`src/pkg/uhc_pkg.sv`:
```
// constants for the host controller command and interrupt-status block
`default_nettype none
package uhc_pkg;
	// command codes on the microprocessor port; bit 7 marks a write
	localparam logic [7:0]  CODE_CMD_RD   = 8'h02;
	localparam logic [7:0]  CODE_CMD_WR   = 8'h82;
	localparam logic [7:0]  CODE_STAT_RD  = 8'h03;
	localparam logic [7:0]  CODE_STAT_WR  = 8'h83;
	localparam logic [7:0]  CODE_GATE_RD  = 8'h04;
	localparam logic [7:0]  CODE_GATE_WR  = 8'h84;
	localparam logic [7:0]  CODE_UNGATE_RD = 8'h05;
	localparam logic [7:0]  CODE_UNGATE_WR = 8'h85;

	// host_command_flags fields
	localparam int          CMD_SRST_BIT  = 0;
	localparam int          CMD_OVC_LSB   = 16;
	localparam logic [1:0]  OVC_RESET     = 2'h0;

	// interrupt_event_flags / interrupt_event_gates fields
	localparam int          EV_OVERRUN    = 0;
	localparam int          EV_FRAME      = 2;
	localparam int          EV_RESUME     = 3;
	localparam int          EV_FATAL      = 4;
	localparam int          EV_WRAP       = 5;
	localparam int          EV_PORT       = 6;
	localparam int          GATE_GLOBAL   = 31;
	localparam logic [31:0] EV_MASK       = 32'h0000007d;
	localparam logic [31:0] GATE_MASK     = 32'h8000007d;
	localparam logic [31:0] FLAGS_RESET   = 32'h00000000;
	localparam logic [31:0] GATES_RESET   = 32'h00000000;

	// soft reset timing
	localparam int          CLK_PERIOD_PS = 8000;
	localparam int          SRST_MAX_US   = 10;
	localparam int          SRST_MAX_CYC  = (SRST_MAX_US * 1000000) / CLK_PERIOD_PS;
	localparam int          SRST_CYC_DEF  = 16;

	typedef enum logic [1:0] {
		UHC_RUN   = 2'b01,
		UHC_SRST  = 2'b10
	} uhc_state_e;
endpackage : uhc_pkg
`default_nettype wire

```
`src/hw/uhc_cmd_irq.sv`:
```
// command register, event flags, gates and interrupt request of the host controller
//
// Behaviour
// - two-bit overrun counter starts at zero, counts each overrun, wraps three to zero.
// - counter advances on every overrun even when the overrun flag is already set.
// - writing one to bit 0 forces bus suspend and resets operational registers.
// - hardware clears the soft reset bit when done, within 10 us.
// - soft reset leaves the root hub alone and drives no port reset.
// - no host bus accesses while the soft reset state lasts.
// - events set flags; software clears by writing one, never sets.
// - controller logic only sets flags; it clears them itself only on soft reset entry.
// - interrupt requested when flag, its gate and global gate are all set.
// - each gate bit except the global bit 31 gates only the flag in the same position.
// - bit 6 set when hub state or either port state changes.
// - bit 5 set when frame counter bit 15 toggles.
// - bit 4 flags a non-USB system error, halting processing until corrected.
// - fatal system error flag is held at zero here.
// - bit 3 set on device resume signaling, not on software resume entry.
// - each frame start emits a start-of-frame token and sets bit 2.
// - bit 0 set on schedule overrun, which also advances the counter.
// - command writes act on bit 0 only, a one starting soft reset; other bits ignored; reads normal.
// - overrun detected when periodic list unfinished at end of frame.
// - command register read with code 02 hex, written with 82 hex.
`default_nettype none
module uhc_cmd_irq #(
	parameter int SRST_CYCLES = uhc_pkg::SRST_CYC_DEF
) (
	input  wire logic        clk_sys,
	input  wire logic        rst_n,
	input  wire logic        acc_strobe,
	input  wire logic [7:0]  acc_code,
	input  wire logic [31:0] acc_wdata,
	output logic      [31:0] acc_rdata,
	output logic             acc_rvalid,
	input  wire logic        hub_state_changed,
	input  wire logic        port_state_changed,
	input  wire logic        frame_count_msb,
	input  wire logic        resume_signal,
	input  wire logic        sw_resume_active,
	input  wire logic        frame_start,
	input  wire logic        frame_end,
	input  wire logic        periodic_done,
	input  wire logic        bus_req,
	output logic             bus_req_ok,
	output logic             sof_token,
	output logic             soft_reset_active,
	output logic             force_bus_suspend,
	output logic             processing_halt,
	output logic             irq_req
);
	// ****************************************************************
	// parameter check
	// ****************************************************************
	if (SRST_CYCLES < 1 || SRST_CYCLES > uhc_pkg::SRST_MAX_CYC) begin : g_bad_srst
		$error("SRST_CYCLES out of range");
	end

	// ****************************************************************
	// access decode
	// ****************************************************************
	logic                  wr_cmd;
	logic                  wr_stat;
	logic                  wr_gate;
	logic                  wr_ungate;
	logic                  rd_any;
	uhc_pkg::uhc_state_e   state_q;
	logic [15:0]           srst_cnt_q;
	logic [31:0]           flags_q;
	logic [31:0]           gates_q;
	logic [1:0]            ovc_q;
	logic                  srst_start;
	logic                  srst_done;

	assign wr_cmd    = acc_strobe && acc_code == uhc_pkg::CODE_CMD_WR;
	assign wr_stat   = acc_strobe && acc_code == uhc_pkg::CODE_STAT_WR;
	assign wr_gate   = acc_strobe && acc_code == uhc_pkg::CODE_GATE_WR;
	assign wr_ungate = acc_strobe && acc_code == uhc_pkg::CODE_UNGATE_WR;
	assign rd_any    = acc_strobe && !acc_code[7];

	// ****************************************************************
	// soft reset sequencer
	// ****************************************************************
	// a second request during the reset is absorbed; the bit already reads one
	assign srst_start = wr_cmd && acc_wdata[uhc_pkg::CMD_SRST_BIT]
		&& state_q == uhc_pkg::UHC_RUN;
	assign srst_done  = state_q == uhc_pkg::UHC_SRST
		&& srst_cnt_q == 16'(SRST_CYCLES - 1);

	always_ff @(posedge clk_sys or negedge rst_n) begin
		if (!rst_n) begin
			state_q    <= uhc_pkg::UHC_RUN;
			srst_cnt_q <= 16'h0000;
		end else begin
			case (state_q)
				uhc_pkg::UHC_RUN: begin
					srst_cnt_q <= 16'h0000;
					if (srst_start) begin
						state_q <= uhc_pkg::UHC_SRST;
					end
				end
				uhc_pkg::UHC_SRST: begin
					srst_cnt_q <= srst_cnt_q + 16'h0001;
					if (srst_done) begin
						state_q <= uhc_pkg::UHC_RUN;
					end
				end
				default: begin
					state_q    <= uhc_pkg::UHC_RUN;
					srst_cnt_q <= 16'h0000;
				end
			endcase
		end
	end

	// only the functional state and these registers are touched;
	// no root hub or downstream port reset leaves this block
	assign soft_reset_active = state_q == uhc_pkg::UHC_SRST;
	assign force_bus_suspend = state_q == uhc_pkg::UHC_SRST;
	assign bus_req_ok        = bus_req && state_q != uhc_pkg::UHC_SRST;

	// ****************************************************************
	// event detection
	// ****************************************************************
	logic        msb_q;
	logic        resume_q;
	logic        ev_overrun;
	logic [31:0] ev_set;

	always_ff @(posedge clk_sys or negedge rst_n) begin
		if (!rst_n) begin
			msb_q    <= 1'b0;
			resume_q <= 1'b0;
		end else begin
			msb_q    <= frame_count_msb;
			resume_q <= resume_signal;
		end
	end

	assign ev_overrun = frame_end && !periodic_done;

	always_comb begin
		ev_set                       = 32'h00000000;
		ev_set[uhc_pkg::EV_OVERRUN]  = ev_overrun;
		ev_set[uhc_pkg::EV_FRAME]    = frame_start;
		ev_set[uhc_pkg::EV_RESUME]   = resume_signal && !resume_q
			&& !sw_resume_active;
		ev_set[uhc_pkg::EV_FATAL]    = 1'b0;
		ev_set[uhc_pkg::EV_WRAP]     = frame_count_msb != msb_q;
		ev_set[uhc_pkg::EV_PORT]     = hub_state_changed || port_state_changed;
	end

	// ****************************************************************
	// event flags, gates and overrun count
	// ****************************************************************
	// the set wins over a clear in the same cycle so no event is lost
	always_ff @(posedge clk_sys or negedge rst_n) begin
		if (!rst_n) begin
			flags_q <= uhc_pkg::FLAGS_RESET;
		end else if (srst_start) begin
			flags_q <= uhc_pkg::FLAGS_RESET;
		end else begin
			flags_q <= ((flags_q & ~(wr_stat ? acc_wdata : 32'h00000000))
				| ev_set) & uhc_pkg::EV_MASK;
		end
	end

	always_ff @(posedge clk_sys or negedge rst_n) begin
		if (!rst_n) begin
			gates_q <= uhc_pkg::GATES_RESET;
		end else if (srst_start) begin
			gates_q <= uhc_pkg::GATES_RESET;
		end else if (wr_gate) begin
			gates_q <= gates_q | (acc_wdata & uhc_pkg::GATE_MASK);
		end else if (wr_ungate) begin
			gates_q <= gates_q & ~(acc_wdata & uhc_pkg::GATE_MASK);
		end
	end

	always_ff @(posedge clk_sys or negedge rst_n) begin
		if (!rst_n) begin
			ovc_q <= uhc_pkg::OVC_RESET;
		end else if (srst_start) begin
			ovc_q <= uhc_pkg::OVC_RESET;
		end else if (ev_overrun) begin
			ovc_q <= ovc_q + 2'h1;
		end
	end

	// ****************************************************************
	// outputs
	// ****************************************************************
	always_ff @(posedge clk_sys or negedge rst_n) begin
		if (!rst_n) begin
			irq_req         <= 1'b0;
			sof_token       <= 1'b0;
			processing_halt <= 1'b0;
		end else begin
			irq_req         <= |(flags_q & gates_q & uhc_pkg::EV_MASK)
				&& gates_q[uhc_pkg::GATE_GLOBAL];
			sof_token       <= frame_start;
			processing_halt <= flags_q[uhc_pkg::EV_FATAL];
		end
	end

	// ****************************************************************
	// read path
	// ****************************************************************
	always_ff @(posedge clk_sys or negedge rst_n) begin
		if (!rst_n) begin
			acc_rdata  <= 32'h00000000;
			acc_rvalid <= 1'b0;
		end else begin
			acc_rvalid <= rd_any;
			if (rd_any) begin
				case (acc_code)
					uhc_pkg::CODE_CMD_RD: begin
						acc_rdata <= 32'h00000000;
						acc_rdata[uhc_pkg::CMD_OVC_LSB +: 2] <= ovc_q;
						acc_rdata[uhc_pkg::CMD_SRST_BIT]     <=
							state_q == uhc_pkg::UHC_SRST;
					end
					uhc_pkg::CODE_STAT_RD:   acc_rdata <= flags_q;
					uhc_pkg::CODE_GATE_RD:   acc_rdata <= gates_q;
					uhc_pkg::CODE_UNGATE_RD: acc_rdata <= gates_q;
					default:                 acc_rdata <= 32'h00000000;
				endcase
			end
		end
	end

	// ****************************************************************
	// checks
	// ****************************************************************
	logic [15:0] srst_len_q;
	always_ff @(posedge clk_sys or negedge rst_n) begin
		if (!rst_n) begin
			srst_len_q <= 16'h0000;
		end else begin
			srst_len_q <= soft_reset_active ? srst_len_q + 16'h0001 : 16'h0000;
		end
	end

	a_ovc_wraps: assert property (@(posedge clk_sys) disable iff (!rst_n)
		ev_overrun && !srst_start |=> ovc_q == $past(ovc_q) + 2'h1)
		else $error("overrun count did not advance");
	a_ovc_when_set: assert property (@(posedge clk_sys) disable iff (!rst_n)
		ev_overrun && flags_q[0] && !srst_start |=> ovc_q != $past(ovc_q))
		else $error("overrun count stuck with flag set");
	a_srst_enter: assert property (@(posedge clk_sys) disable iff (!rst_n)
		srst_start |=> force_bus_suspend && flags_q == 32'h00000000)
		else $error("soft reset not entered");
	a_srst_bound: assert property (@(posedge clk_sys) disable iff (!rst_n)
		srst_len_q <= 16'(uhc_pkg::SRST_MAX_CYC))
		else $error("soft reset too long");
	a_srst_quiet: assert property (@(posedge clk_sys) disable iff (!rst_n)
		soft_reset_active |-> !bus_req_ok)
		else $error("bus access during soft reset");
	a_flag_clear: assert property (@(posedge clk_sys) disable iff (!rst_n)
		wr_stat && acc_wdata[2] && !frame_start && !srst_start |=> !flags_q[2])
		else $error("flag not cleared by write of one");
	a_flag_sticky: assert property (@(posedge clk_sys) disable iff (!rst_n)
		flags_q[5] && !wr_stat && !srst_start |=> flags_q[5])
		else $error("flag dropped without software");
	a_irq_req: assert property (@(posedge clk_sys) disable iff (!rst_n)
		flags_q[6] && gates_q[6] && gates_q[31] |=> irq_req)
		else $error("interrupt not raised");
	a_irq_gated: assert property (@(posedge clk_sys) disable iff (!rst_n)
		!gates_q[31] |=> !irq_req)
		else $error("interrupt without global gate");
	a_wrap_set: assert property (@(posedge clk_sys) disable iff (!rst_n)
		frame_count_msb != msb_q && !srst_start |=> flags_q[5])
		else $error("wrap flag missed");
	a_fatal_zero: assert property (@(posedge clk_sys) disable iff (!rst_n)
		!flags_q[4] && !processing_halt)
		else $error("fatal flag set");
	a_sof_pair: assert property (@(posedge clk_sys) disable iff (!rst_n)
		frame_start && !srst_start |=> sof_token && flags_q[2])
		else $error("frame start not reflected");
	// length is counted from the state itself, so a miscounted sequencer shows here
	a_srst_length: assert property (@(posedge clk_sys) disable iff (!rst_n)
		$fell(soft_reset_active) |-> srst_len_q == 16'(SRST_CYCLES))
		else $error("soft reset length wrong");
	a_bus_pass: assert property (@(posedge clk_sys) disable iff (!rst_n)
		!soft_reset_active |-> bus_req_ok == bus_req)
		else $error("bus grant wrong outside soft reset");
	a_port_set: assert property (@(posedge clk_sys) disable iff (!rst_n)
		(hub_state_changed || port_state_changed) && !srst_start |=> flags_q[6])
		else $error("port change flag missed");
	a_resume_set: assert property (@(posedge clk_sys) disable iff (!rst_n)
		resume_signal && !resume_q && !sw_resume_active && !srst_start |=> flags_q[3])
		else $error("resume flag missed");
	a_resume_sw: assert property (@(posedge clk_sys) disable iff (!rst_n)
		!flags_q[3] && (sw_resume_active || !resume_signal || resume_q) |=> !flags_q[3])
		else $error("resume flag set without device resume");
	a_no_sw_set: assert property (@(posedge clk_sys) disable iff (!rst_n)
		wr_stat && !flags_q[6] && !hub_state_changed && !port_state_changed |=> !flags_q[6])
		else $error("software write set a flag");
	a_ovc_hold: assert property (@(posedge clk_sys) disable iff (!rst_n)
		!ev_overrun && !srst_start |=> $stable(ovc_q))
		else $error("overrun count moved without overrun");
	a_read_answer: assert property (@(posedge clk_sys) disable iff (!rst_n)
		rd_any |=> acc_rvalid)
		else $error("read not answered");
endmodule // uhc_cmd_irq
`default_nettype wire

```
`config.mk`:
```
export PLATFORM = sky130hd
export DESIGN_NAME = uhc_cmd_irq
export DESIGN_NICKNAME = d
export VERILOG_FILES = /design/src/pkg/uhc_pkg.sv /design/src/hw/uhc_cmd_irq.sv
export SDC_FILE = /design/constraint.sdc
export NUM_CORES = 1
export LEC_CHECK = 0
export BUFFER_PORTS_ARGS = -buffer_cell sky130_fd_sc_hd__buf_4
export CAP_MARGIN = 10
export CORE_MARGIN = 8
export CORE_UTILIZATION = 42
export CTS_BUF_LIST = sky130_fd_sc_hd__clkbuf_8
export DETAILED_ROUTE_END_ITERATION = 8
export GPL_TIMING_DRIVEN = 1
export PLACE_DENSITY = 0.79
export SYNTH_ARGS = -nofsm -noshare
export SYNTH_HDL_FRONTEND = slang
export SYNTH_SLANG_ARGS = --single-unit
```
`constraint.sdc`:
```
create_clock -name clk_sys -period 1.5 [get_ports clk_sys]
set_input_delay 0.3 -clock clk_sys [delete_from_list [all_inputs] [get_ports clk_sys]]
set_output_delay 0.3 -clock clk_sys [all_outputs]
set_load 0.05 [all_outputs]
```
=== Word level (Yosys, flattened, before mapping) ===
Cells that the tools add are included.

* Register bits: 97
* Output and inout port bits: 39

* Add/subtract/negate cells: 2
* Equality and inequality tests: 15
* Muxes and demuxes: 12
* Bitwise operators: 7
* Reductions and logical operators: 23

{| class="wikitable"
|+ Operators by type and width
! cell !! number
|-
| $mux 32 || 3
|-
| $pmux 32 s3 || 1
|-
| $and 32x32->32 || 1
|-
| $eq 8x8->1 const B || 4
|-
| $not 32->32 || 1
|-
| $or 32x32->32 || 1
|-
| $add 16x1->16 const B || 1
|-
| $eq 16x4->1 const B || 1
|-
| $eq 8x2->1 const B || 2
|-
| $eq 8x3->1 const B || 2
|-
| $mux 16 || 1
|-
| $and 7x7->7 || 2
|-
| $mux 7 || 2
|-
| $logic_and 1x1->1 || 13
|-
| $mux 2 || 4
|-
| $not 7->7 || 1
|-
| $or 7x7->7 || 1
|-
| $reduce_or 6->1 || 1
|-
| $logic_not 1->1 || 4
|-
| $ne 2x2->1 const B || 2
|-
| $pmux 2 s2 || 1
|-
| $reduce_bool 3->1 || 1
|-
| $add 2x1->2 const B || 1
|-
| $eq 2x1->1 const B || 1
|-
| 7 further kinds || 7
|}

=== Depth between registers and ports, before layout ===
* Depth after elaboration: 7
* Gate-level depth with buffers: 5

=== Least setup slack after synthesis ===
Ideal clock, no wire load.

* Path type: register to output
* From: reg state_q[0]
* To: out soft_reset_active
* Data arrival time: 1595 ps
* Required time: 1200 ps
* Slack: -395 ps
* Cell stages (with the launch flop): 5
* Buffers on the path: 2
* Path through: dfstp_2 -> nand2b_1 -> inv_1 -> buf_1 -> buf_4

* Longest elaborated chain between the ends: 1

{| class="wikitable"
|+ Ends and longest elaborated chain
! what !! RTL line !! RTL
|-
| start: declaration || uhc_cmd_irq.sv:66 || <nowiki>uhc_pkg::uhc_state_e state_q;</nowiki>
|-
| start signal: assignment || uhc_cmd_irq.sv:91 || <nowiki>state_q <= uhc_pkg::UHC_RUN;</nowiki>
|-
| start signal: assignment || uhc_cmd_irq.sv:98 || <nowiki>state_q <= uhc_pkg::UHC_SRST;</nowiki>
|-
| start signal: assignment || uhc_cmd_irq.sv:104 || <nowiki>state_q <= uhc_pkg::UHC_RUN;</nowiki>
|-
| $eq 2x2->1 || - ||
|-
| end: declaration || uhc_cmd_irq.sv:46 || <nowiki>output logic soft_reset_active,</nowiki>
|}

No other way between the ends.

=== Final worst setup path ===
* From: reg state_q[0]
* To: reg flags_q[4]

* Longest elaborated chain between the ends: 3

{| class="wikitable"
|+ Ends and longest elaborated chain
! what !! RTL line !! RTL
|-
| $eq 2x1->1 || uhc_cmd_irq.sv:85 || <nowiki>&& state_q == uhc_pkg::UHC_RUN;</nowiki>
|-
| $logic_and 1x1->1 || uhc_cmd_irq.sv:85 ||
|-
| $mux 7 || uhc_cmd_irq.sv:159 || <nowiki>end else if (srst_start) begin</nowiki>
|-
| end signal: assignment || uhc_cmd_irq.sv:158 || <nowiki>flags_q <= uhc_pkg::FLAGS_RESET;</nowiki>
|-
| end signal: assignment || uhc_cmd_irq.sv:160 || <nowiki>flags_q <= uhc_pkg::FLAGS_RESET;</nowiki>
|-
| end signal: assignment || uhc_cmd_irq.sv:162 || <nowiki>flags_q <= ((flags_q & ~(wr_stat ? acc_wdata : 32'h00000000))</nowiki>
|-
| end: declaration || uhc_cmd_irq.sv:68 || <nowiki>logic [31:0] flags_q;</nowiki>
|}

No other way between the ends.
A chain may end at the register's enable or synchronous reset.

==> results.json <==
{
  "hold_path_depth": 1,
  "fp.coreArea_sq_um": 5960,
  "wl_per_cell_um": 16.9,
  "cp-end-kind": "flip-flop",
  "die_area_sq_um": 8980,
  "nets": 384,
  "netlist.area_leader.share": 0.461,
  "hp-start": "frame_start",
  "wirelength_um": 6870,
  "layout_commonest_cell": "buf_4",
  "final_util": 0.589,
  "rsz0062_at_grt": "true",
  "gp_congestion": 0.769,
  "syn_avg_cell_area_sq_um": 9.91,
  "num_io_pins": 91,
  "detail-route-antenna-nets": 0,
  "final_cell_mix": "89 x buf_4, 47 x dfrtp_1, 20 x nand2_1",
  "synthArstFlopShare": 1.00,
  "yosys_warnings": 0,
  "io_buffers": 65,
  "antenna_found_initial": 0,
  "powerDensity_nw_per_um2": 740,
  "grt_usage": 0.147,
  "routed_via_density": 5.60,
  "cp_max_fo": 2,
  "syn_to_final_growth_pct": 34.6,
  "whs_ns": 0.0997,
  "min_path_type": "in2reg",
  "period_needed_ns": 1.61,
  "vdd_drop_max_v": 0.000497,
  "min_to": "sof_token",
  "syn_area_sq_um": 2610,
  "clockRootBuffer": "clkbuf_8",
  "maxCapViolations": 0,
  "synth_top_area_cell": "dfrtp_1",
  "post-route-period-util": 1.07,
  "overflow": 0,
  "cts_max_level": 2,
  "grt_pass1_wl_um": 10800,
  "fmax_mhz": 621,
  "slew_headroom": 0.508,
  "dp_hpwl_um": 4690,
  "layout-drive-gt1-share": 0.410,
  "grt_max_degree": 50,
  "tightest_slew_ns": 0.736,
  "rows": 28,
  "slew_violations": 0,
  "p_leak_nw": 1.49,
  "r2r_cells": 4,
  "die_w_um": 94.8,
  "drtPass1Iterations": 4,
  "clkTransAtPathRegs_ns": 0.10,
  "via_count": 2281,
  "synth_ff_type": "dfrtp_1",
  "cts_tree": "yes",
  "ys_types": 50,
  "synth_nets": 316,
  "status": "finished with violations",
  "finalSetupViolCount": 18,
  "antenna-diode-count": 0,
  "finalPower_mw": 2.60,
  "synth_edf_count": 0,
  "cts_sinks": 49,
  "r2r_end": "flags_q[4]",
  "yosys-top-cells-area": "dfrtp_1 46%, buf_4 6.9%, o41ai_1 3.4%",
  "insertion_delay_ns": 0.31,
  "startpoint_type": "flip-flop",
  "num-fill-cells": 524,
  "cts_buffers": 5,
  "violations": "setup timing",
  "setup_slack_ns": -0.111,
  "clock_path_buffers": 2,
  "initialDrtViolationCount": 87,
  "hold_viol_final": 0,
  "finClkSkew_ns": 0.0117,
  "grt_pass1_vias": 2289,
  "ys_seq_elements": 49,
  "drc": 0,
  "synth.yosys.seq_area_share": 0.471,
  "place_ws_ns": -0.231,
  "initial_utilization": 0.438,
  "critical_path_class": "reg2reg",
  "synthCells": 263,
  "cp.required_ns": 1.69,
  "die_y_um": 94.8,
  "regToRegStartpoint": "state_q[0]",
  "arrival_ns": 1.80,
  "reg2reg_slack_ns": -0.11,
  "totalNegativeSetupSlack_ns": -0.798
}
## worst max-delay path: stages (launching register included)
cell and delay (ns):
dfstp_2 0.54, buf_4 0.11, nand3b_1 0.17, mux2_2 0.34, o41a_1 0.34
## synthesized netlist by cell type (all sizes together), types with 2 or more instances
| library cell | number |
|---|---|
| dfrtp | 48 |
| buf | 29 |
| nand2 | 21 |
| a21oi | 17 |
| inv | 12 |
| a22oi | 11 |
| nor2 | 10 |
| nor4 | 10 |
| o41ai | 10 |
| clkbuf | 9 |
| o21ai | 9 |
| nand2b | 8 |
| nand4b | 8 |
| nand4 | 7 |
| mux2i | 5 |
| xnor2 | 5 |
| and2 | 4 |
| nand3 | 4 |
| o31ai | 4 |
| or4 | 4 |
| or3 | 3 |
| nand3b | 2 |
| nor3b | 2 |
| nor4b | 2 |
| xor2 | 2 |
## worst max path at each step
stage / depth (start not counted) / endpoint / startpoint / slack (ns)
final: 4 / flags_q[4] / state_q[0] / -0.11
after global routing: 4 / flags_q[4] / state_q[0] / -0.14
after CTS: 4 / bus_req_ok / state_q[0] / -0.14
after detailed placement: 6 / flags_q[6] / acc_code[5] / -0.23
after global placement: 6 / gates_q[2] / acc_code[5] / -0.20
after floorplan: 4 / acc_rdata[0] / acc_code[5] / -0.09
## flip-flops by register name, indices dropped and copies added, names as in the netlist
register and flops:
msb_q 1, flags_q 6, srst_cnt_q 16, gates_q 7, ovc_q 2, processing_halt 1
resume_q 1, sof_token 1, acc_rvalid 1, acc_rdata 10, irq_req 1, state_q 2
## power by group
group,switching (mW),total [mW],internal [mW]
sequential,0.0362,1.41,1.37
clock,0.490,0.831,0.341
combinational,0.193,0.358,0.165
## through the flow
stage	cell area [sq um]	std cells
final	3510	407
after global routing	3510	407
after CTS	3430	404
after detailed placement	3260	390
after global placement	3260	390
after floorplan	2700	263
## metal layers
| metal | global-route usage | share of wire |
|---|---|---|
| met2 | 0.260 | 0.52 |
| met4 | 0.0455 | 0.011 |
| met5 | 0 | 0 |
| met3 | 0.0365 | 0.073 |
| met1 | 0.171 | 0.39 |
## area by class of cell
class                      count  area, sq um  area share
clock inverter                 3         25.0     0.00713
sequential                    49         1230       0.351
clock buffer                   5         68.8      0.0196
tap                           75         93.8      0.0267
timing repair buffer          99          823       0.235
multi-input combinational    164         1220       0.348
inverter                      12         45.0      0.0128
## repair_timing
action	4_1_cts	5_1_grt
cloned	0	1
setup buffers	5	3
pin swaps	2	2
hold buffers	1	0
setup endpoints to repair	6	51
hold endpoints to repair	48	0
gates resized for setup	8	9
## cells by family (layout without fill, tap and decap cells)
kind of cell / count (synthesis) / count (layout) / synth area share
AND/OR/NAND/NOR: 91 / 91 / 0.213
flip-flops: 49 / 49 / 0.471
adder cells (fa/ha/maj): 1 / 1 / 0.00480
multiplexers: 6 / 6 / 0.0235
buffers and inverters: 50 / 119 / 0.110
XOR/XNOR: 7 / 7 / 0.0235
AO/OA/AOI/OAI: 59 / 59 / 0.154
Power figures use the tool's default switching activity.
